`src/hdl/lkw_pkg.sv`:
```
// Constants, encodings and register map of the link wake and port 2 strap block.
package lkw_pkg;

  // ==========================================================================
  // Clock and timing
  // ==========================================================================
  localparam int CLK_PERIOD_PS = 5000;
  // PHY clock period, 49.152 MHz.
  localparam int PCLK_PERIOD_PS = 20345;
  // Nearest whole count of system clocks per PHY clock.
  localparam int PCLK_DIV_CYCLES = (PCLK_PERIOD_PS + CLK_PERIOD_PS / 2) / CLK_PERIOD_PS;
  localparam int WAKE_PERIOD_PCLK = 8;
  localparam int WAKE_HIGH_PCLK = 4;
  localparam int LINK_INACTIVE_TIME_NS = 2600;
  // Least time, rounded up to whole cycles.
  localparam int LINK_INACTIVE_CYCLES =
    (LINK_INACTIVE_TIME_NS * 1000 + CLK_PERIOD_PS - 1) / CLK_PERIOD_PS;

  // ==========================================================================
  // Register map
  // ==========================================================================
  localparam int ADR_W = 8;
  localparam logic [ADR_W-1:0] ADR_CTRL = 8'h00;
  localparam logic [ADR_W-1:0] ADR_IRQ = 8'h04;
  localparam logic [ADR_W-1:0] ADR_STATUS = 8'h08;

  // Control register fields.
  localparam int CTRL_LINK_CONTROL = 0;
  localparam int CTRL_RESUME_EN = 1;
  localparam int CTRL_PCLASS_LO = 2;
  localparam int CTRL_PCLASS_HI = 4;

  // Interrupt register fields, write one to clear.
  localparam int IRQ_PORT_EVENT = 0;
  localparam int IRQ_CONFIG_TIMEOUT = 1;
  localparam int IRQ_CABLE_POWER = 2;
  localparam int IRQ_STATE_TIMEOUT = 3;

  // Status register fields, read only.
  localparam int STAT_STRAP = 0;
  localparam int STAT_WAKE = 1;
  localparam int STAT_LINK_ACTIVE = 2;
  localparam int STAT_SENSE_ACTIVE = 3;
  localparam int STAT_PKT_CAUSE = 4;
  localparam int STAT_PWR_CAUSE = 5;

  // Reset values and limits.
  localparam logic LINK_CONTROL_RST = 1'h1;
  localparam logic RESUME_EN_RST = 1'h0;
  localparam logic [2:0] PCLASS_RST = 3'h0;
  localparam logic [2:0] PCLASS_WAKE_MAX = 3'h4;

  // Strap encodings for port 2.
  localparam logic STRAP_BILINGUAL = 1'h0;
  localparam logic STRAP_LEGACY = 1'h1;

  // ==========================================================================
  // States
  // ==========================================================================
  typedef enum logic [1:0] {
    ST_STRAP = 2'b00,
    ST_IDLE = 2'b01,
    ST_WAKE = 2'b10
  } lkw_state_t;

endpackage : lkw_pkg

```
`src/hdl/lkw_sense_if.sv`:
```
// Interface between the core and the link power sense filter.
`timescale 1ns/1ps
interface lkw_sense_if;
  logic sense_raw;
  logic sense_active;

  modport filt (
    input sense_raw,
    output sense_active
  );

  modport core (
    output sense_raw,
    input sense_active
  );
endinterface : lkw_sense_if

```
`src/hdl/lkw_sense_filter.sv`:
```
// Low time filter that judges the link power sense input active or inactive.
`timescale 1ns/1ps
module lkw_sense_filter
  import lkw_pkg::*;
#(
  parameter int INACTIVE_CYCLES = LINK_INACTIVE_CYCLES,
  parameter int CNT_W = $clog2(INACTIVE_CYCLES + 1)
) (
  // Clock and reset
  input wire logic clk,
  input wire logic reset_n,
  // Sense path
  lkw_sense_if.filt sense
);

  typedef struct packed {
    logic [CNT_W-1:0] low_count;
    logic active;
  } lkw_filt_t;

  localparam logic [CNT_W-1:0] CNT_LIMIT = CNT_W'(INACTIVE_CYCLES);

  lkw_filt_t st;
  lkw_filt_t next_st;

  // ==========================================================================
  // Filter
  // ==========================================================================
  always_comb begin
    next_st = st;
    // low time filter
    if (sense.sense_raw) begin
      next_st.low_count = '0;
    end else if (st.low_count != CNT_LIMIT) begin
      next_st.low_count = st.low_count + CNT_W'(1);
    end
    next_st.active = (next_st.low_count != CNT_LIMIT);
  end

  // After reset the sense counts as inactive until it is seen high.
  always_ff @(posedge clk) begin
    if (!reset_n) begin
      st.low_count <= CNT_LIMIT;
      st.active <= 1'h0;
    end else begin
      st <= next_st;
    end
  end

  assign sense.sense_active = st.active;

endmodule : lkw_sense_filter

```
`src/hdl/lkw_wake_top.sv`:
```
// Port 2 strap capture and link wake output with its Wishbone register file.
//
// Notes on behaviour
// At reset release sample the pin: 0 bilingual port 2, 1 legacy only.
// After reset the pin stops being a strap and becomes the wake output.
// Active wake output is a square wave of eight PHY clock periods.
// Inactive wake output is driven low; released to high impedance in reset.
// Wake may only start while the link controller is inactive.
// A link-on packet for this node starts the wake output.
// A set port event interrupt bit starts the wake output.
// Resume enable with config, cable power or state timeout bit starts wake.
// A power cycle with power class 0 to 4 starts the wake output.
// Wake keeps toggling until sense is active and the control bit is set.
// Bus reset stops a wake caused only by a link-on packet.
// Sense counts inactive after being low longer than about 2.6 us.
// Link active only when sense active and the control bit is one.
// Square wave is high four PHY clocks then low four, starting high.
//
// The register offsets and the Wishbone register port were chosen for this implementation.
`timescale 1ns/1ps
module lkw_wake_top
  import lkw_pkg::*;
#(
  parameter int INACTIVE_CYCLES = LINK_INACTIVE_CYCLES
) (
  // Clock and reset
  input wire logic clk,
  input wire logic reset_n,
  // Wishbone slave
  input wire logic wb_cyc,
  input wire logic wb_stb,
  input wire logic wb_we,
  input wire logic [ADR_W-1:0] wb_adr,
  input wire logic [3:0] wb_sel,
  input wire logic [31:0] wb_dat_w,
  output logic [31:0] wb_dat_r,
  output logic wb_ack,
  // Dual use pin
  input wire logic wake_link_in,
  output logic wake_link_out,
  output logic wake_link_oe,
  // Strap result
  output logic port2_legacy_strap,
  // Link controller status
  input wire logic link_power_sense,
  output logic link_active,
  // Events from the PHY core
  input wire logic link_on_packet,
  input wire logic bus_reset,
  input wire logic power_cycled,
  input wire logic port_event_set,
  input wire logic config_timeout_set,
  input wire logic cable_power_set,
  input wire logic state_timeout_set
);

  localparam logic [2:0] DIV_LAST = 3'(PCLK_DIV_CYCLES - 1);
  localparam logic [2:0] PHASE_LAST = 3'(WAKE_PERIOD_PCLK - 1);
  localparam logic [2:0] PHASE_HIGH = 3'(WAKE_HIGH_PCLK);

  typedef struct packed {
    lkw_state_t state;
    logic strap;
    logic link_control_bit;
    logic resuming_port_irq_enable;
    logic [2:0] power_class;
    logic port_event_irq;
    logic config_timeout_irq;
    logic cable_power_change_irq;
    logic state_timeout_irq;
    logic pkt_cause;
    logic pwr_cause;
    logic [2:0] div_count;
    logic [2:0] phase;
    logic wake_level;
    logic wake_oe;
    logic ack;
    logic [31:0] rdata;
  } lkw_core_t;

  lkw_core_t st;
  lkw_core_t next_st;

  // ==========================================================================
  // Link power sense filter
  // ==========================================================================
  lkw_sense_if sense_link ();

  assign sense_link.sense_raw = link_power_sense;

  lkw_sense_filter #(
    .INACTIVE_CYCLES(INACTIVE_CYCLES)
  ) u_sense (
    .clk(clk),
    .reset_n(reset_n),
    .sense(sense_link.filt)
  );

  // ==========================================================================
  // Helpers
  // ==========================================================================
  function automatic logic addr_is(input logic [ADR_W-1:0] adr,
                                   input logic [ADR_W-1:0] reg_adr);
    addr_is = (adr == reg_adr);
  endfunction : addr_is

  function automatic logic [31:0] read_word(input lkw_core_t s,
                                            input logic [ADR_W-1:0] adr,
                                            input logic sense_on,
                                            input logic link_on);
    logic [31:0] w;
    w = 32'h0000_0000;
    if (addr_is(adr, ADR_CTRL)) begin
      w[CTRL_LINK_CONTROL] = s.link_control_bit;
      w[CTRL_RESUME_EN] = s.resuming_port_irq_enable;
      w[CTRL_PCLASS_HI:CTRL_PCLASS_LO] = s.power_class;
    end else if (addr_is(adr, ADR_IRQ)) begin
      w[IRQ_PORT_EVENT] = s.port_event_irq;
      w[IRQ_CONFIG_TIMEOUT] = s.config_timeout_irq;
      w[IRQ_CABLE_POWER] = s.cable_power_change_irq;
      w[IRQ_STATE_TIMEOUT] = s.state_timeout_irq;
    end else if (addr_is(adr, ADR_STATUS)) begin
      w[STAT_STRAP] = s.strap;
      w[STAT_WAKE] = (s.state == ST_WAKE);
      w[STAT_LINK_ACTIVE] = link_on;
      w[STAT_SENSE_ACTIVE] = sense_on;
      w[STAT_PKT_CAUSE] = s.pkt_cause;
      w[STAT_PWR_CAUSE] = s.pwr_cause;
    end
    read_word = w;
  endfunction : read_word

  // ==========================================================================
  // Cause terms
  // ==========================================================================
  logic link_is_active;
  logic irq_cause;
  logic cause_any;
  logic bus_write;
  logic [31:0] wdata;

  // link active judgement
  assign link_is_active = sense_link.sense_active & st.link_control_bit;

  // port event cause
  // timeout cause with resume enable
  assign irq_cause = st.port_event_irq |
                     (st.resuming_port_irq_enable &
                      (st.config_timeout_irq | st.cable_power_change_irq |
                       st.state_timeout_irq));

  assign cause_any = irq_cause | st.pkt_cause | st.pwr_cause;

  // A write takes effect in the cycle whose closing edge sees ack high.
  assign bus_write = wb_cyc & wb_stb & wb_we & st.ack & wb_sel[0];
  assign wdata = wb_dat_w;

  // ==========================================================================
  // Next state
  // ==========================================================================
  always_comb begin
    next_st = st;

    // Bus slave answers every access one cycle after the strobe.
    next_st.ack = wb_cyc & wb_stb & ~st.ack;
    if (wb_cyc & wb_stb & ~st.ack) begin
      next_st.rdata = read_word(st, wb_adr, sense_link.sense_active, link_is_active);
    end

    // Control register writes.
    if (bus_write && addr_is(wb_adr, ADR_CTRL)) begin
      next_st.link_control_bit = wdata[CTRL_LINK_CONTROL];
      next_st.resuming_port_irq_enable = wdata[CTRL_RESUME_EN];
      next_st.power_class = wdata[CTRL_PCLASS_HI:CTRL_PCLASS_LO];
    end

    // Interrupt bits clear on a written one; a new event wins over the clear.
    if (bus_write && addr_is(wb_adr, ADR_IRQ)) begin
      if (wdata[IRQ_PORT_EVENT]) begin
        next_st.port_event_irq = 1'h0;
      end
      if (wdata[IRQ_CONFIG_TIMEOUT]) begin
        next_st.config_timeout_irq = 1'h0;
      end
      if (wdata[IRQ_CABLE_POWER]) begin
        next_st.cable_power_change_irq = 1'h0;
      end
      if (wdata[IRQ_STATE_TIMEOUT]) begin
        next_st.state_timeout_irq = 1'h0;
      end
    end
    if (port_event_set) begin
      next_st.port_event_irq = 1'h1;
    end
    if (config_timeout_set) begin
      next_st.config_timeout_irq = 1'h1;
    end
    if (cable_power_set) begin
      next_st.cable_power_change_irq = 1'h1;
    end
    if (state_timeout_set) begin
      next_st.state_timeout_irq = 1'h1;
    end

    // packet cause cleared by bus reset
    if (bus_reset || link_is_active) begin
      next_st.pkt_cause = 1'h0;
    end
    // link-on packet cause
    if (link_on_packet && !link_is_active) begin
      next_st.pkt_cause = 1'h1;
    end

    // power cause ends when link is active
    if (link_is_active) begin
      next_st.pwr_cause = 1'h0;
    end
    // power cycle cause
    if (power_cycled && !link_is_active && st.power_class <= PCLASS_WAKE_MAX) begin
      next_st.pwr_cause = 1'h1;
    end

    unique case (st.state)
      ST_STRAP: begin
        // strap capture at release
        next_st.strap = wake_link_in;
        // pin turns into wake output
        next_st.state = ST_IDLE;
      end
      ST_IDLE: begin
        // start only while inactive
        if (!link_is_active && cause_any) begin
          next_st.state = ST_WAKE;
          next_st.div_count = 3'h0;
          next_st.phase = 3'h0;
        end
      end
      ST_WAKE: begin
        // PHY clock enable divider
        if (st.div_count == DIV_LAST) begin
          next_st.div_count = 3'h0;
          next_st.phase = (st.phase == PHASE_LAST) ? 3'h0 : st.phase + 3'h1;
        end else begin
          next_st.div_count = st.div_count + 3'h1;
        end
        // stop once link is active
        if (link_is_active) begin
          next_st.state = ST_IDLE;
        // bus reset drops packet only wake
        end else if (bus_reset && !irq_cause && !st.pwr_cause && !link_on_packet) begin
          next_st.state = ST_IDLE;
        end
      end
      default: begin
        next_st.state = ST_IDLE;
      end
    endcase

    // high four PHY clocks then low four
    next_st.wake_level = (next_st.state == ST_WAKE) && (next_st.phase < PHASE_HIGH);
    // driven low outside wake, released only in strap phase
    next_st.wake_oe = (next_st.state != ST_STRAP);
  end

  // ==========================================================================
  // State register
  // ==========================================================================
  always_ff @(posedge clk) begin
    if (!reset_n) begin
      st.state <= ST_STRAP;
      st.strap <= STRAP_BILINGUAL;
      st.link_control_bit <= LINK_CONTROL_RST;
      st.resuming_port_irq_enable <= RESUME_EN_RST;
      st.power_class <= PCLASS_RST;
      st.port_event_irq <= 1'h0;
      st.config_timeout_irq <= 1'h0;
      st.cable_power_change_irq <= 1'h0;
      st.state_timeout_irq <= 1'h0;
      st.pkt_cause <= 1'h0;
      st.pwr_cause <= 1'h0;
      st.div_count <= 3'h0;
      st.phase <= 3'h0;
      st.wake_level <= 1'h0;
      st.wake_oe <= 1'h0;
      st.ack <= 1'h0;
      st.rdata <= 32'h0000_0000;
    end else begin
      st <= next_st;
    end
  end

  // ==========================================================================
  // Outputs
  // ==========================================================================
  assign wb_ack = st.ack;
  assign wb_dat_r = st.rdata;
  assign wake_link_out = st.wake_level;
  assign wake_link_oe = st.wake_oe;
  assign port2_legacy_strap = st.strap;
  assign link_active = link_is_active;

endmodule : lkw_wake_top

```
`config.mk`:
```
export PLATFORM = sky130hd
export DESIGN_NAME = lkw_wake_top
export DESIGN_NICKNAME = d
export VERILOG_FILES = /design/src/hdl/lkw_pkg.sv /design/src/hdl/lkw_sense_if.sv /design/src/hdl/lkw_sense_filter.sv /design/src/hdl/lkw_wake_top.sv
export SDC_FILE = /design/constraint.sdc
export NUM_CORES = 1
export LEC_CHECK = 0
export BUFFER_PORTS_ARGS = -buffer_cell sky130_fd_sc_hd__buf_2
export CORE_ASPECT_RATIO = 1.25
export CORE_MARGIN = 1
export CORE_UTILIZATION = 40
export DETAILED_ROUTE_END_ITERATION = 10
export PLACE_DENSITY = 0.69
export SYNTH_ARGS = -nofsm -noshare
export SYNTH_HDL_FRONTEND = slang
export SYNTH_SLANG_ARGS = --single-unit
```
`constraint.sdc`:
```
create_clock -name clk -period 3.4 [get_ports clk]
set_input_delay 0.34 -clock clk [delete_from_list [all_inputs] [get_ports clk]]
set_output_delay 0.34 -clock clk [all_outputs]
set_load 0.05 [all_outputs]
```
# Word level (Yosys, flattened, before mapping)

Index checks and enable logic that the tools add are counted.

Shift-type cells: 0
Multipliers: 0
Div/mod/pow operators: 0
Add/sub/neg operators: 3
Bitwise operators: 13
Eq/ne operators: 10
Mux-type cells: 29
Order comparisons: 2
Reduce and logical (&&, ||, !) cells: 34

Operator list:

| cell                                                 | count |
|---|---|
| nonzero test 2 bit                                   | 12 |
| two-way mux 10 bit                                   | 2 |
| != test 10 bit (second input constant)               | 2 |
| two-way mux 1 bit                                    | 13 |
| two-way mux 6 bit                                    | 2 |
| one-hot mux 6 bit (2 select lines)                   | 1 |
| adder 10 x 1 -> 10 bit (second input constant)       | 1 |
| logical AND 1 bit                                    | 10 |
| AND reduction 2 bit                                  | 5 |
| two-way mux 3 bit                                    | 3 |
| equality test 8 x 3 -> 1 bit (second input constant) | 1 |
| equality test 8 x 4 -> 1 bit (second input constant) | 1 |
| logical NOT 8 bit                                    | 1 |
| two-way mux 2 bit                                    | 4 |
| two-way mux 4 bit                                    | 2 |
| AND 1 bit                                            | 7 |
| adder 3 x 1 -> 3 bit (second input constant)         | 2 |
| two-way mux 5 bit                                    | 1 |
| bitwise OR 1 bit                                     | 5 |
| equality test 2 bit (second input constant)          | 2 |
| logical NOT 1 bit                                    | 4 |
| one-hot mux 2 bit (2 select lines)                   | 1 |
| equality test 3 x 2 -> 1 bit (second input constant) | 1 |
| equality test 3 bit (second input constant)          | 1 |
| other kinds (7)                                      | 7 |

Bits in latches: 0
Register bits: 40
Output and inout port bits: 37
Bits of input ports: 58
Word-level logic and storage cells: 110
Bits in read-only memories: 0
Memories: 0
Bits in writable memories: 0

# Longest topological paths before layout

Gate-level depths: netlist (run 1).

Depth after elaboration: 13
Depth in mapped cells: 8
Gate-level depth less buffers: 7

# Cells and area by module

Synthesis (run 1) repeated with hierarchy kept, for this count alone.

Cells, all modules: 284
Area, all modules: 2,347.3 um2

Modules (own cells, without submodules):

| module           | area an instance (um2) | times used | cells an instance | sequential area each (um2) |
|---|---|---|---|---|
| lkw_wake_top     | 1,739.2                | 1          | 211               | 580.6 |
| lkw_sense_filter | 608.1                  | 1          | 73                | 220.2 |

# Worst setup path after synthesis (run 1)

No wires, ideal clock.

Path type: reg-to-reg
Start point: reg u_sense.st[1] (netlist name)
End point: reg u_sense.st, in the netlist u_sense.sense.sense_active
Slack: 1,481 ps
Data required time: 3,262 ps
Stages on the path, launching flop included: 9
Setup time: 138 ps
Path buffers: 1
Period minus slack after synthesis: 1,919 ps
Arrival time: 1,782 ps
Path through: dfxtp_1 > clkbuf_1 > inv_1 > ha_1 > nor4b_4 > nand4_4 > mux2_4 > o41ai_2 > o311ai_1

Word-level cells in the longest chain between the ends: 4
Elaborated cells between the ends (all ways): 5
Those cells by class: add/sub (1); eq/ne (2); mux (2)

Ends and longest elaborated chain:

| what                                                     | line                                           | source |
|---|---|---|
| from (decl)                                              | lkw_sense_filter.sv:23                         | `lkw_filt_t st;` |
| from (signal assigned)                                   | lkw_sense_filter.sv:46                         | `st <= next_st;` |
| adder 10 x 1 -> 10 bit or != test 10 bit (tied branches) | lkw_sense_filter.sv:35, lkw_sense_filter.sv:34 |  |
| two-way mux 10 bit (*)                                   | lkw_sense_filter.sv:34                         | `end else if (st.low_count != CNT_LIMIT) begin` |
| two-way mux 10 bit (*)                                   | lkw_sense_filter.sv:32                         | `if (sense.sense_raw) begin` |
| != test 10 bit (*)                                       | lkw_sense_filter.sv:37                         | `next_st.active = (next_st.low_count != CNT_LIMIT);` |

Mark *: on every way between the ends. The rest lies on a longest branch, timed or not.
A chain may end at the register's enable or synchronous reset.

# Worst setup path in the final report (run 1)

Same ends and word-level chain as after synthesis.

==> results.md, run 1 <==
- Largest net degree at the start of global routing: 19
- Average routed wire per standard cell: between 10 and 15 um
- Detailed-router iteration count before antenna repair: 4
- Placed wire-length estimate: 3230 um
- Lkg Pwr: roughly 1.1 nW
- Global Route Usage Sum: 0.1564
- Most common library cells after synthesis: dfxtp_1 (40), nor2_1 (35), buf_4 (32), nand2_1 (16), mux2i_1 (15)
- Overall power of the completed layout: between 1 and 1.5 mW
- Die height: between 80 and 90 um
- Power density over the cells: about 450 nW/um^2
- Total of cells resized after clock tree synthesis: 0
- Warning count from the yosys run: 0
- Wire length of the first global-routing pass: 6796 um
- Maximum clock frequency: 488.1 MHz
- Post-Layout Cell Count: between 300 and 400
- Final Skew: between 0.009 and 0.01 ns
- Detail Route Antenna Nets: 0
- Crit path capture type: flop
- Number of failing setup endpoints in the final timing report: 0
- Antenna violations before repair: 0
- CTS Buf Count: 5
- Number of enable-type register cells in the synthesized netlist: 0
- Primary flip-flop cell chosen by synthesis mapping: dfxtp_1
- RePlAce Congestion: ~0.85
- Port Buf Inserts: 38
- Start-to-end type of the worst setup path: flop to flop
- Critical-path top delay cell: dfxtp_1
- ANT cells: 0
- Via count of the first global-routing pass: ~1600
- Max_cap viols: 0
- Quantity of hold-fixing buffers added after cts: 0
- Proportion of netlist area held by the largest area contributor: 0.3577
- Post-Route Hold Slack: 0.2522 ns
- Total core area: roughly 5400 um^2
- Delay of the slowest critical-path stage: roughly 0.40 ns
- Worst Setup Start Kind: flop
- Setup repair after global routing missed its margin: no
- Mapped Avg Cell Area: roughly 8.7 um^2
- Data arrival, critical path: 2.21 ns
- Number of remaining DRC errors: 0
- Fin. Hold Viols: 0
- Total length of routed wires: 4249 um
- Worst-path clk slew: 0.07 ns
- Fraction of final layout cells sized beyond drive strength 1: 0.1938
- Clock root buffer: clkbuf_8
- Dominant cell by count in the synthesized netlist: dfxtp_1
- Number of pins with negative max-slew slack in the final report: 0
- Final design utilization: 0.4546
- Final Net Count: between 300 and 400
- Sequential cell area fraction in the yosys report: 0.3577
- Cell Count Post-Placement: 345
- Slew at the pin with the worst max-slew slack: 0.7053 ns
- Top cells by area in the synthesized netlist: dfxtp_1 (36%), buf_4 (11%), mux2i_1 (6.7%), nor2_1 (5.9%), ha_1 (4.5%)
- Req. time, crit path: between 3 and 4 ns
- Post-route fraction of the period consumed by the critical path: 0.6026
- Boundary pin count: 95
- Post CTS Setup Buffer Count: 0
- Number of vias in the routed layout: roughly 1800
- Min Clock Period, post-route: about 2.0 ns
- Worst slew margin relative to its limit: 0.5232
- Die Footprint: between 5000 and 6000 um^2
- Clock latency on the worst-skew pair: 0.29 ns
- Synth-to-layout area growth: 9.782%
- Synthesized instance count: ~260
- Remaining global-route overflow: 0
- Crit-path cells: inv_1 -> ha_1 -> nor4b_4 -> nand4_4 -> mux2_4 -> o41ai_2 -> o311ai_1
- Setup TNS: 0 ns
- Mapped Area: ~2200 um^2
- Initial standard-cell utilization of the core: 0.4141
- Number of different library cells in the post-synthesis netlist: 50
- Max H-tree Level: 2
- Share of flip-flops with an asynchronous set or reset: 0
- Ratio of routed vias to standard cells: 4.975
- DRC violation total after the first TritonRoute iteration: 63
- CTS Sinks: 40
- Horizontal die dimension: a little under 70 um
- Largest fanout on the critical path: 9
- Cell type contributing the most total cell area after synthesis: dfxtp_1
- Peak supply drop: about 0.15 mV
- Result of the run: complete, no violations
- Core Rows: 30
- Hold/Removal Path Class: input pin to flop
- Maximum clock path buffer count: 2
- TritonCTS clock tree: done
- Flip-flop and latch count after synthesis: 40
[per-stage QoR]
stage	setup slack, ns	instance area, um^2
after detailed placement	1.370	2331
after CTS	1.341	2457
after floorplan	1.481	2332
after global placement	1.392	2331
after global routing	1.238	2457
final	1.351	2457
[logic make-up after synthesis]
logic type | Yosys count | synth area share
AOI/OAI and AO/OA | 44 | 0.1353
xor gates and xnor gates | 7 | 0.02739
adders and majority gates | 8 | 0.04472
buffers and inverters | 50 | 0.1381
DFF | 40 | 0.3577
muxes | 16 | 0.07378
other | 1 | 0.001675
and+or+nand+nor | 92 | 0.2214
[sequential cells by signal (all words and copies together) (netlist names)]
name,cells
port2_legacy_strap,1
u_sense.sense.sense_active,1
wake_link_out,1
st,19
u_sense.st,10
wake_link_oe,1
wb_dat_r,6
wb_ack,1
[critical path: cells and delay by family, from the launching register on]
kind | cells | cell delay, ns
compound gates | 2 | 0.48
fa+ha+maj | 1 | 0.17
buf+inv | 1 | 0.11
flops | 1 | 0.40
mux | 1 | 0.33
simple gates | 2 | 0.43
[routing by layer]
metal	wire [um]	track usage	vias up	part of all wire
li1	-	-	895	-
met5	0	0	-	0
met3	217	0.04654	4	0.051
met2	2189	0.2771	50	0.52
met4	50	0.06865	0	0.012
met1	1791	0.1639	807	0.42
[worst paths after layout]
path | slack, ns | cells past startpoint | end | start
setup / recovery | 1.35 | 7 | u_sense.sense.sense_active | u_sense.st[1]
hold / removal | 0.25 | 2 | st[45] | config_timeout_set
setup reg to reg | 1.35 | 7 | u_sense.sense.sense_active | u_sense.st[1]
hold reg to reg | 0.49 | 2 | wb_dat_r[5] | wb_dat_r[5]
[area by class of cell]
type | instances | area, um^2
fillers | 552 | 2948
multi-input cells | 193 | 1222
flip-flops and latches | 40 | 800.8
repair buffers | 38 | 190.2
clock buffers | 7 | 96.34
well taps | 64 | 80.08
inverters | 10 | 37.54
clock inverters | 1 | 30.03
[cells in the final DEF, fill, tap and decap left out, types with 4 or more instances in the layout]
master	n
inv_1	9
dfxtp_1	40
o21a_1	4
conb_1	26
o21ai_0	12
a21boi_0	4
nor2_1	35
mux2i_1	15
nand2_1	16
ha_1	8
xnor2_1	4
and3_1	4
nand3_1	5
buf_2	38
a21oi_1	9
clkbuf_8	7
a22oi_1	5
nor4_1	4
[power breakdown]
group / internal, mW / switching, mW
Clock: 0.259 / 0.165
Sequential: 0.482 / 0.0144
Combinational: 0.0550 / 0.136
Note: power is estimated with default switching activity, not from simulation.
==> inputs of run 2 (changes only) <==
--- a/config.mk
+++ b/config.mk
@@ -5,12 +5,13 @@
 export SDC_FILE = /design/constraint.sdc
 export NUM_CORES = 1
 export LEC_CHECK = 0
+export ABC_AREA = 1
 export BUFFER_PORTS_ARGS = -buffer_cell sky130_fd_sc_hd__buf_2
 export CORE_ASPECT_RATIO = 1.25
 export CORE_MARGIN = 1
 export CORE_UTILIZATION = 40
 export DETAILED_ROUTE_END_ITERATION = 10
-export PLACE_DENSITY = 0.69
+export PLACE_DENSITY = 0.71
 export SYNTH_ARGS = -nofsm -noshare
 export SYNTH_HDL_FRONTEND = slang
 export SYNTH_SLANG_ARGS = --single-unit
==> constraint.sdc (replaced) <==
create_clock -name clk -period 1.76 [get_ports clk]
set_input_delay 0.176 -clock clk [delete_from_list [all_inputs] [get_ports clk]]
set_output_delay 0.176 -clock clk [all_outputs]
set_load 0.05 [all_outputs]
==> run 2 against run 1 <==
- via count grew 19%
- final area grew 2.2%
- flip-flop and latch count is the same
- synthesized cell count grew 29%
- wire length grew 8.6%
- maximum frequency grew 36%
==> results.md, run 2 <==
- Launch point of the worst reg-to-reg path: u_sense.st[1] (unchanged)
- Core Rows: 30 (unchanged)
- Power density over the cells: 794.0 nW/um^2 (was 452.4 nW/um^2)
- Combinational share of power: 0.200 (was 0.172)
- Highest signal layer in the routed design: met4 (unchanged)
- Maximum clock path buffer count: 2 (unchanged)
- Final Skew: 0.01016 ns (was 0.009803 ns)
- Number of flip-flops in the largest register: 19 (unchanged)
- Most common library cells after synthesis: nand2_1 (61), inv_1 (46), nor2_1 (41), dfxtp_1 (40), buf_4 (32) (was dfxtp_1 (40), nor2_1 (35), buf_4 (32), nand2_1 (16), mux2i_1 (15))
- DRC violation total after the first TritonRoute iteration: 170 (was 63)
- Port Buf Inserts: 38 (unchanged)
- Most common cell after layout, fill and taps aside: nand2_1 (was dfxtp_1)
- Setup repair after global routing missed its margin: no (unchanged)
- Worst-path clk slew: 0.08 ns (was 0.07 ns)
- Clock root buffer: clkbuf_8 (unchanged)
- Share of total power in the clock network: 0.312 (was 0.381)
- Routed length on met2: 2278 um (was 2189 um)
- Placed wire-length estimate: 3622 um (was 3230 um)
- Mapped Area: 2282 um^2 (was 2238 um^2)
- Warning count from the yosys run: 0 (unchanged)
- R2R depth: 12 (was 7)
- Number of vias in the routed layout: 2089 (was 1756)
- RePlAce Congestion: 0.9186 (was 0.8540)
- Result of the run: complete, no violations (unchanged)
- CTS Sinks: 40 (unchanged)
- Total core area: 5480 um^2 (was 5405 um^2)
- Net switching fraction of the power: 0.3204 (was 0.2836)
- Maximum clock frequency: 663.0 MHz (was 488.1 MHz)
- Fin. Hold Viols: 0 (unchanged)
- Min Clock Period, post-route: 1.508 ns (was 2.049 ns)
- Max_cap viols: 0 (unchanged)
- Wire length of the first global-routing pass: 8135 um (was 6796 um)
- Remaining global-route overflow: 0 (unchanged)
- Horizontal die dimension: 69.56 um (was 68.91 um)
- Fillers: 557 (was 552)
- Post-route fraction of the period consumed by the critical path: 0.8569 (was 0.6026)
- Slew at the pin with the worst max-slew slack: 0.5231 ns (was 0.7053 ns)
- Average routed wire per standard cell: 10.56 um (was 12.04 um)
- Flip-flop and latch count after synthesis: 40 (unchanged)
- Share of flip-flops with an asynchronous set or reset: 0 (unchanged)
- Detailed route wirelength on metal3: 231 um (was 217 um)
- Dominant cell by count in the synthesized netlist: nand2_1 (was dfxtp_1)
- Antenna violations before repair: 0 (unchanged)
- Worst slew margin relative to its limit: 0.6509 (was 0.5232)
- Largest net degree at the start of global routing: 22 (was 19)
- Number of cells traversed by the worst hold path: 3 (was 2)
- Register with the most flip-flops: st (unchanged)
- Hold/Removal Path Class: input pin to flop (unchanged)
- Peak supply drop: 0.3083 mV (was 0.1481 mV)
- Start-to-end type of the worst setup path: flop to flop (unchanged)
- Crit path capture type: flop (unchanged)
- Global Route Usage Sum: 0.1669 (was 0.1564)
- Number of remaining DRC errors: 0 (unchanged)
- Req. time, crit path: 1.95 ns (was 3.56 ns)
- Top cells by area in the synthesized netlist: dfxtp_1 (35%), buf_4 (11%), nand2_1 (10%), inv_1 (7.6%), nor2_1 (6.7%) (was dfxtp_1 (36%), buf_4 (11%), mux2i_1 (6.7%), nor2_1 (5.9%), ha_1 (4.5%))
- Total length of routed wires: 4616 um (was 4249 um)
- Cell Count Post-Placement: 429 (was 345)
- Post CTS Setup Buffer Count: 0 (unchanged)
- Ratio of routed vias to standard cells: 4.780 (was 4.975)
- Sequential cell area fraction in the yosys report: 0.3509 (was 0.3577)
- Top library cells by usage in the layout, fill and taps aside: nand2_1 (61), inv_1 (46), nor2_1 (41), dfxtp_1 (39), buf_2 (38) (was dfxtp_1 (40), buf_2 (38), nor2_1 (35), conb_1 (26), nand2_1 (16))
- Switching power: 0.6389 mW (was 0.3153 mW)
- Largest fanout on the critical path: 7 (was 9)
- Data arrival, critical path: 1.70 ns (was 2.21 ns)
- Boundary pin count: 95 (unchanged)
- Synth-to-layout area growth: 10.03% (was 9.782%)
- Internal power consumption: 1.355 mW (was 0.7965 mW)
- Number of different library cells in the post-synthesis netlist: 29 (was 50)
- TritonCTS clock tree: done (unchanged)
- Reg-to-reg setup timing slack: 0.25 ns (was 1.35 ns)
- Setup TNS: 0 ns (unchanged)
- Final Net Count: 438 (was 354)
- Number of failing setup endpoints in the final timing report: 0 (unchanged)
- Post-Layout Cell Count: 437 (was 353)
- Final design utilization: 0.4582 (was 0.4546)
- Critical Path Sink: u_sense.sense.sense_active (unchanged)
- Worst Setup Start Kind: flop (unchanged)
- Synthesized instance count: 333 (was 258)
- Die height: 86.45 um (was 85.64 um)
- Proportion of netlist area held by the largest area contributor: 0.3509 (was 0.3577)
- Primary flip-flop cell chosen by synthesis mapping: dfxtp_1 (unchanged)
- Max H-tree Level: 2 (unchanged)
- Source of the critical timing path: u_sense.st[1] (unchanged)
- M1 wire length: 2013 um (was 1791 um)
- Number of pins with negative max-slew slack in the final report: 0 (unchanged)
- Die Footprint: 6013 um^2 (was 5901 um^2)
- Via count of the first global-routing pass: 1961 (was 1560)
- Detailed-router iteration count before antenna repair: 4 (unchanged)
- Lkg Pwr: 1.303 nW (was 1.106 nW)
- Detail Route Antenna Nets: 0 (unchanged)
- Number of enable-type register cells in the synthesized netlist: 0 (unchanged)
- Fraction of final layout cells sized beyond drive strength 1: 0.1662 (was 0.1938)
- Sequential power share: 0.488 (was 0.447)
- Cell type contributing the most total cell area after synthesis: dfxtp_1 (unchanged)
- ANT cells: 0 (unchanged)
- Worst R2R End: u_sense.sense.sense_active (unchanged)
- Hold wc startpoint: wake_link_in (was config_timeout_set)
- Clock latency on the worst-skew pair: 0.29 ns (about the same)
- Initial standard-cell utilization of the core: 0.4164 (was 0.4141)
- CTS Buf Count: 5 (unchanged)
- Mapped Avg Cell Area: 6.853 um^2 (was 8.676 um^2)
-- run 2: cell count changes after synthesis, moves of 5 or more --
cell and change:
inv_1 +37, mux2i_1 -15, a21oi_1 +14, a22oi_1 -5
nand2_1 +45, nand3_1 +25, nor2_1 +6, o21ai_0 +8
-- run 2: per-stage QoR --
stage          setup slack (ns)  power [mW]  cell area [um^2]  hold slack (ns)
4_1_cts                  0.1451       2.027              2510          0.09745
3_5_place_dp             0.1687       1.393              2417           0.4164
3_3_place_gp             0.1845       1.386              2417           0.4097
2_1_floorplan            0.3958       1.361              2376           0.2934
6_report                 0.2518       1.994              2511           0.1101
5_1_grt                 0.03200       2.107              2511           0.1179
-- run 2: kinds of logic after synthesis --
group	count (synthesis)	share of synthesized area
XOR/XNOR	1	0.003838
adder cells (fa/ha/maj)	8	0.04386
AND/OR/NAND/NOR	149	0.2878
buffers and inverters	83	0.1924
AO/OA/AOI/OAI	51	0.1195
flip-flops	40	0.3509
other	1	0.001643
-- run 2: final cells by class --
type | instances | area, um^2 | area share
multi-input combinational | 235 | 1136 | 0.4524
timing repair buffer | 42 | 220.2 | 0.08769
tap | 64 | 80.08 | 0.03189
sequential | 40 | 802.0 | 0.3194
clock buffer | 6 | 82.58 | 0.03288
inverter | 48 | 180.2 | 0.07175
clock inverter | 2 | 10.01 | 0.003986
-- run 2: timing repair --
item	4_1_cts	5_1_grt
hold buffers	0	0
resized for setup	0	1
endpoints found under the setup margin	0	1
-- run 2: layer usage --
metal	track usage	vias up
li1	-	1084
met1	0.1821	936
met2	0.3098	61
met3	0.03488	8
met4	0.07421	0
met5	0	-
-- run 2: worst min path at each step --
stage	slack (ns)	endpoint
final	0.11	port2_legacy_strap
after detailed placement	0.42	port2_legacy_strap
after global routing	0.12	st[43]
after global placement	0.41	st[42]
after floorplan	0.29	st[42]
after CTS	0.1	port2_legacy_strap
-- run 2: critical path, cell delays in order, from the launching register on --
cell,delay [ns]
dfxtp_2,0.40
inv_1,0.07
ha_1,0.21
nand2_1,0.08
nor2_1,0.05
nand3_1,0.08
nand2_1,0.06
nand3_1,0.09
nand2_1,0.07
nor2_1,0.12
nand3_1,0.09
nand2_1,0.06
inv_1,0.03
-- run 2: power groups by stage --
stage | clock network [mW] | registers [mW] | logic, mW
4_1_cts | 0.653 | 0.973 | 0.400
5_1_grt | 0.687 | 0.979 | 0.441
6_report | 0.622 | 0.974 | 0.398
3_5_place_dp | 0 | 0.995 | 0.399
3_3_place_gp | 0 | 0.993 | 0.393
2_1_floorplan | 0 | 1.00 | 0.356
==> inputs of run 3 (changes only) <==
--- a/config.mk
+++ b/config.mk
@@ -9,9 +9,9 @@
 export BUFFER_PORTS_ARGS = -buffer_cell sky130_fd_sc_hd__buf_2
 export CORE_ASPECT_RATIO = 1.25
 export CORE_MARGIN = 1
-export CORE_UTILIZATION = 40
+export CORE_UTILIZATION = 43
 export DETAILED_ROUTE_END_ITERATION = 10
-export PLACE_DENSITY = 0.71
+export PLACE_DENSITY = 0.76
 export SYNTH_ARGS = -nofsm -noshare
 export SYNTH_HDL_FRONTEND = slang
 export SYNTH_SLANG_ARGS = --single-unit
==> run 3 against run 2 <==
- maximum frequency shrank 1.4%
- core utilization grew 3.7 points
- total power grew 5.5%
- via count shrank 0.48%
- critical path type unchanged
- highest routed layer unchanged
==> results.md, run 3 (synthesized netlist as in run 2, its figures left out) <==
- Hold endpoint: port2_legacy_strap (unchanged)
- Max_cap viols: 0 (unchanged)
- Maximum clock frequency: 653.7 MHz (was 663.0 MHz)
- Average routed wire per standard cell: 10.37 um (was 10.56 um)
- Internal power consumption: 1.463 mW (was 1.355 mW)
- Crit path capture type: flop (unchanged)
- Number of failing setup endpoints in the final timing report: 0 (unchanged)
- Number of vias in the routed layout: 2079 (was 2089)
- Global Route Usage Sum: 0.1827 (was 0.1669)
- Core Rows: 29 (was 30)
- R2R depth: 8 (was 12)
- Req. time, crit path: 1.97 ns (was 1.95 ns)
- Placed wire-length estimate: 3609 um (was 3622 um)
- Number of cells traversed by the worst hold path: 3 (unchanged)
- Worst Setup Start Kind: flop (unchanged)
- Maximum clock path buffer count: 2 (unchanged)
- Synth-to-layout area growth: 10.25% (was 10.03%)
- Sequential cell area: 802.0 um^2 (unchanged)
- Min Clock Period, post-route: 1.530 ns (was 1.508 ns)
- Lkg Pwr: 1.302 nW (was 1.303 nW)
- Largest fanout on the critical path: 6 (was 7)
- Fraction of final layout cells sized beyond drive strength 1: 0.1613 (was 0.1662)
- Top library cells by usage in the layout, fill and taps aside: nand2_1 (61), inv_1 (46), nor2_1 (41), dfxtp_1 (39), buf_2 (38) (unchanged)
- Clock latency on the worst-skew pair: 0.29 ns (about the same)
- TritonCTS clock tree: done (unchanged)
- Post-route fraction of the period consumed by the critical path: 0.8691 (was 0.8569)
- Total length of routed wires: 4502 um (was 4616 um)
- Max H-tree Level: 2 (unchanged)
- Sequential power share: 0.463 (was 0.488)
- Crit-path cells: inv_1 -> ha_1 -> inv_1 -> nor2_1 -> nand2_1 -> nand2_1 -> nand2_1 -> nor3_1 (was inv_1 -> ha_1 -> nand2_1 -> nor2_1 -> nand3_1 -> nand2_1 -> nand3_1 -> nand2_1 -> nor2_1 -> nand3_1 -> nand2_1 -> inv_1)
- Detailed-router iteration count before antenna repair: 4 (unchanged)
- RePlAce Congestion: 0.9313 (was 0.9186)
- Die Footprint: 5605 um^2 (was 6013 um^2)
- Horizontal die dimension: 67.16 um (was 69.56 um)
- Multi-input combinational cell area: 1136 um^2 (unchanged)
- ANT cells: 0 (unchanged)
- Remaining global-route overflow: 0 (unchanged)
- Hold/Removal Path Class: input pin to flop (unchanged)
- Die height: 83.45 um (was 86.45 um)
- Initial standard-cell utilization of the core: 0.4493 (was 0.4164)
- DRC violation total after the first TritonRoute iteration: 135 (was 170)
- Fillers: 539 (was 557)
- Port Buf Inserts: 38 (unchanged)
- Power density over the cells: 835.9 nW/um^2 (was 794.0 nW/um^2)
- Critical-path top delay cell: ha_1 (was dfxtp_2)
- Launch point of the worst reg-to-reg path: st[53] (was u_sense.st[1])
- Combinational share of power: 0.190 (was 0.200)
- Delay of the slowest critical-path stage: 0.39 ns (was 0.40 ns)
- Wire length of the first global-routing pass: 8107 um (was 8135 um)
- Largest net degree at the start of global routing: 23 (was 22)
- Ratio of routed vias to standard cells: 4.790 (was 4.780)
- Detail Route Antenna Nets: 0 (unchanged)
- CTS Sinks: 40 (unchanged)
- Data arrival, critical path: 1.74 ns (was 1.70 ns)
- Switching power: 0.6401 mW (was 0.6389 mW)
- Clock root buffer: clkbuf_8 (unchanged)
- Setup TNS: 0 ns (unchanged)
- Reg-to-reg setup timing slack: 0.23 ns (was 0.25 ns)
- Via count of the first global-routing pass: 2004 (was 1961)
- Antenna violations before repair: 0 (unchanged)
- Start-to-end type of the worst setup path: flop to flop (unchanged)
- Final design utilization: 0.4953 (was 0.4582)
- Result of the run: complete, no violations (unchanged)
- Worst-path clk slew: 0.07 ns (was 0.08 ns)
- Setup repair after global routing missed its margin: no (unchanged)
- Most common cell after layout, fill and taps aside: nand2_1 (unchanged)
- Hold wc startpoint: wake_link_in (unchanged)
- CTS Buf Count: 5 (unchanged)
- Total core area: 5080 um^2 (was 5480 um^2)
- Number of flip-flops in the largest register: 19 (unchanged)
- Fin. Hold Viols: 0 (unchanged)
- Share of total power in the clock network: 0.348 (was 0.312)
- Final Skew: 0.008523 ns (was 0.01016 ns)
- Boundary pin count: 95 (unchanged)
- Quantity of hold-fixing buffers added after cts: 0 (unchanged)
- Number of pins with negative max-slew slack in the final report: 0 (unchanged)
- Most numerous cell on the critical path: nand2_1 (unchanged)
- Register with the most flip-flops: st (unchanged)
- Final Net Count: 437 (was 438)
- Number of remaining DRC errors: 0 (unchanged)
- Net switching fraction of the power: 0.3043 (was 0.3204)
- Worst R2R End: wake_link_out (was u_sense.sense.sense_active)
- Peak supply drop: 0.5531 mV (was 0.3083 mV)
## run 3: metrics by stage
| stage | power, mW | std cells | hold WS, ns | setup slack (ns) | instance area [um^2] |
|---|---|---|---|---|---|
| detailed placement | 1.394 | 426 | 0.4178 | 0.1366 | 2407 |
| finish | 2.103 | 434 | 0.1132 | 0.2304 | 2516 |
| CTS | 2.127 | 434 | 0.1062 | 0.1284 | 2515 |
| floorplan | 1.361 | 358 | 0.2934 | 0.3958 | 2376 |
| global placement | 1.385 | 426 | 0.4064 | 0.1903 | 2407 |
| global route | 2.221 | 434 | 0.1128 | 0.04204 | 2516 |
## run 3: area by class of cell
cell class	count	share of cell area
timing repair buffer	41	0.08454
multi-input combinational	235	0.4515
clock inverter	2	0.01392
sequential	40	0.3187
tap	62	0.03083
inverter	48	0.07161
clock buffer	6	0.02884
## run 3: critical path: cells and delay by family, from the launching register on
family	cells	cell delay, ns
simple gates	5	0.56
flops	1	0.37
fa+ha+maj	1	0.39
buf+inv	2	0.15
## run 3: worst max path at each step
stage                        startpoint                         end  slack (ns)  cells past startpoint
after floorplan                  st[53]                      st[35]        0.40                      8
after global placement    u_sense.st[1]  u_sense.sense.sense_active        0.19                     12
after detailed placement  u_sense.st[1]  u_sense.sense.sense_active        0.14                     12
after CTS                 u_sense.st[1]  u_sense.sense.sense_active        0.13                     12
after global routing             st[53]               wake_link_out        0.04                      9
final                            st[53]               wake_link_out        0.23                      8
## run 3: layer usage
metal,part of all wire,vias up,GRT usage
met5,0,-,0
met4,0.021,0,0.05996
met3,0.048,11,0.03689
met2,0.50,64,0.3227
met1,0.43,920,0.2116
li1,-,1084,-
## run 3: power groups by stage
stage                     Sequential [mW]  Combinational [mW]  Clock, mW
final                               0.973               0.399      0.731
after global routing                0.979               0.443      0.799
after CTS                           0.973               0.401      0.753
after detailed placement            0.994               0.400          0
after global placement              0.992               0.393          0
after floorplan                      1.00               0.356          0
## run 3: repair_timing
item / CTS / global route
setup buffers: 0 / 0
gates resized for setup: 0 / 1
setup endpoints to repair: 0 / 1
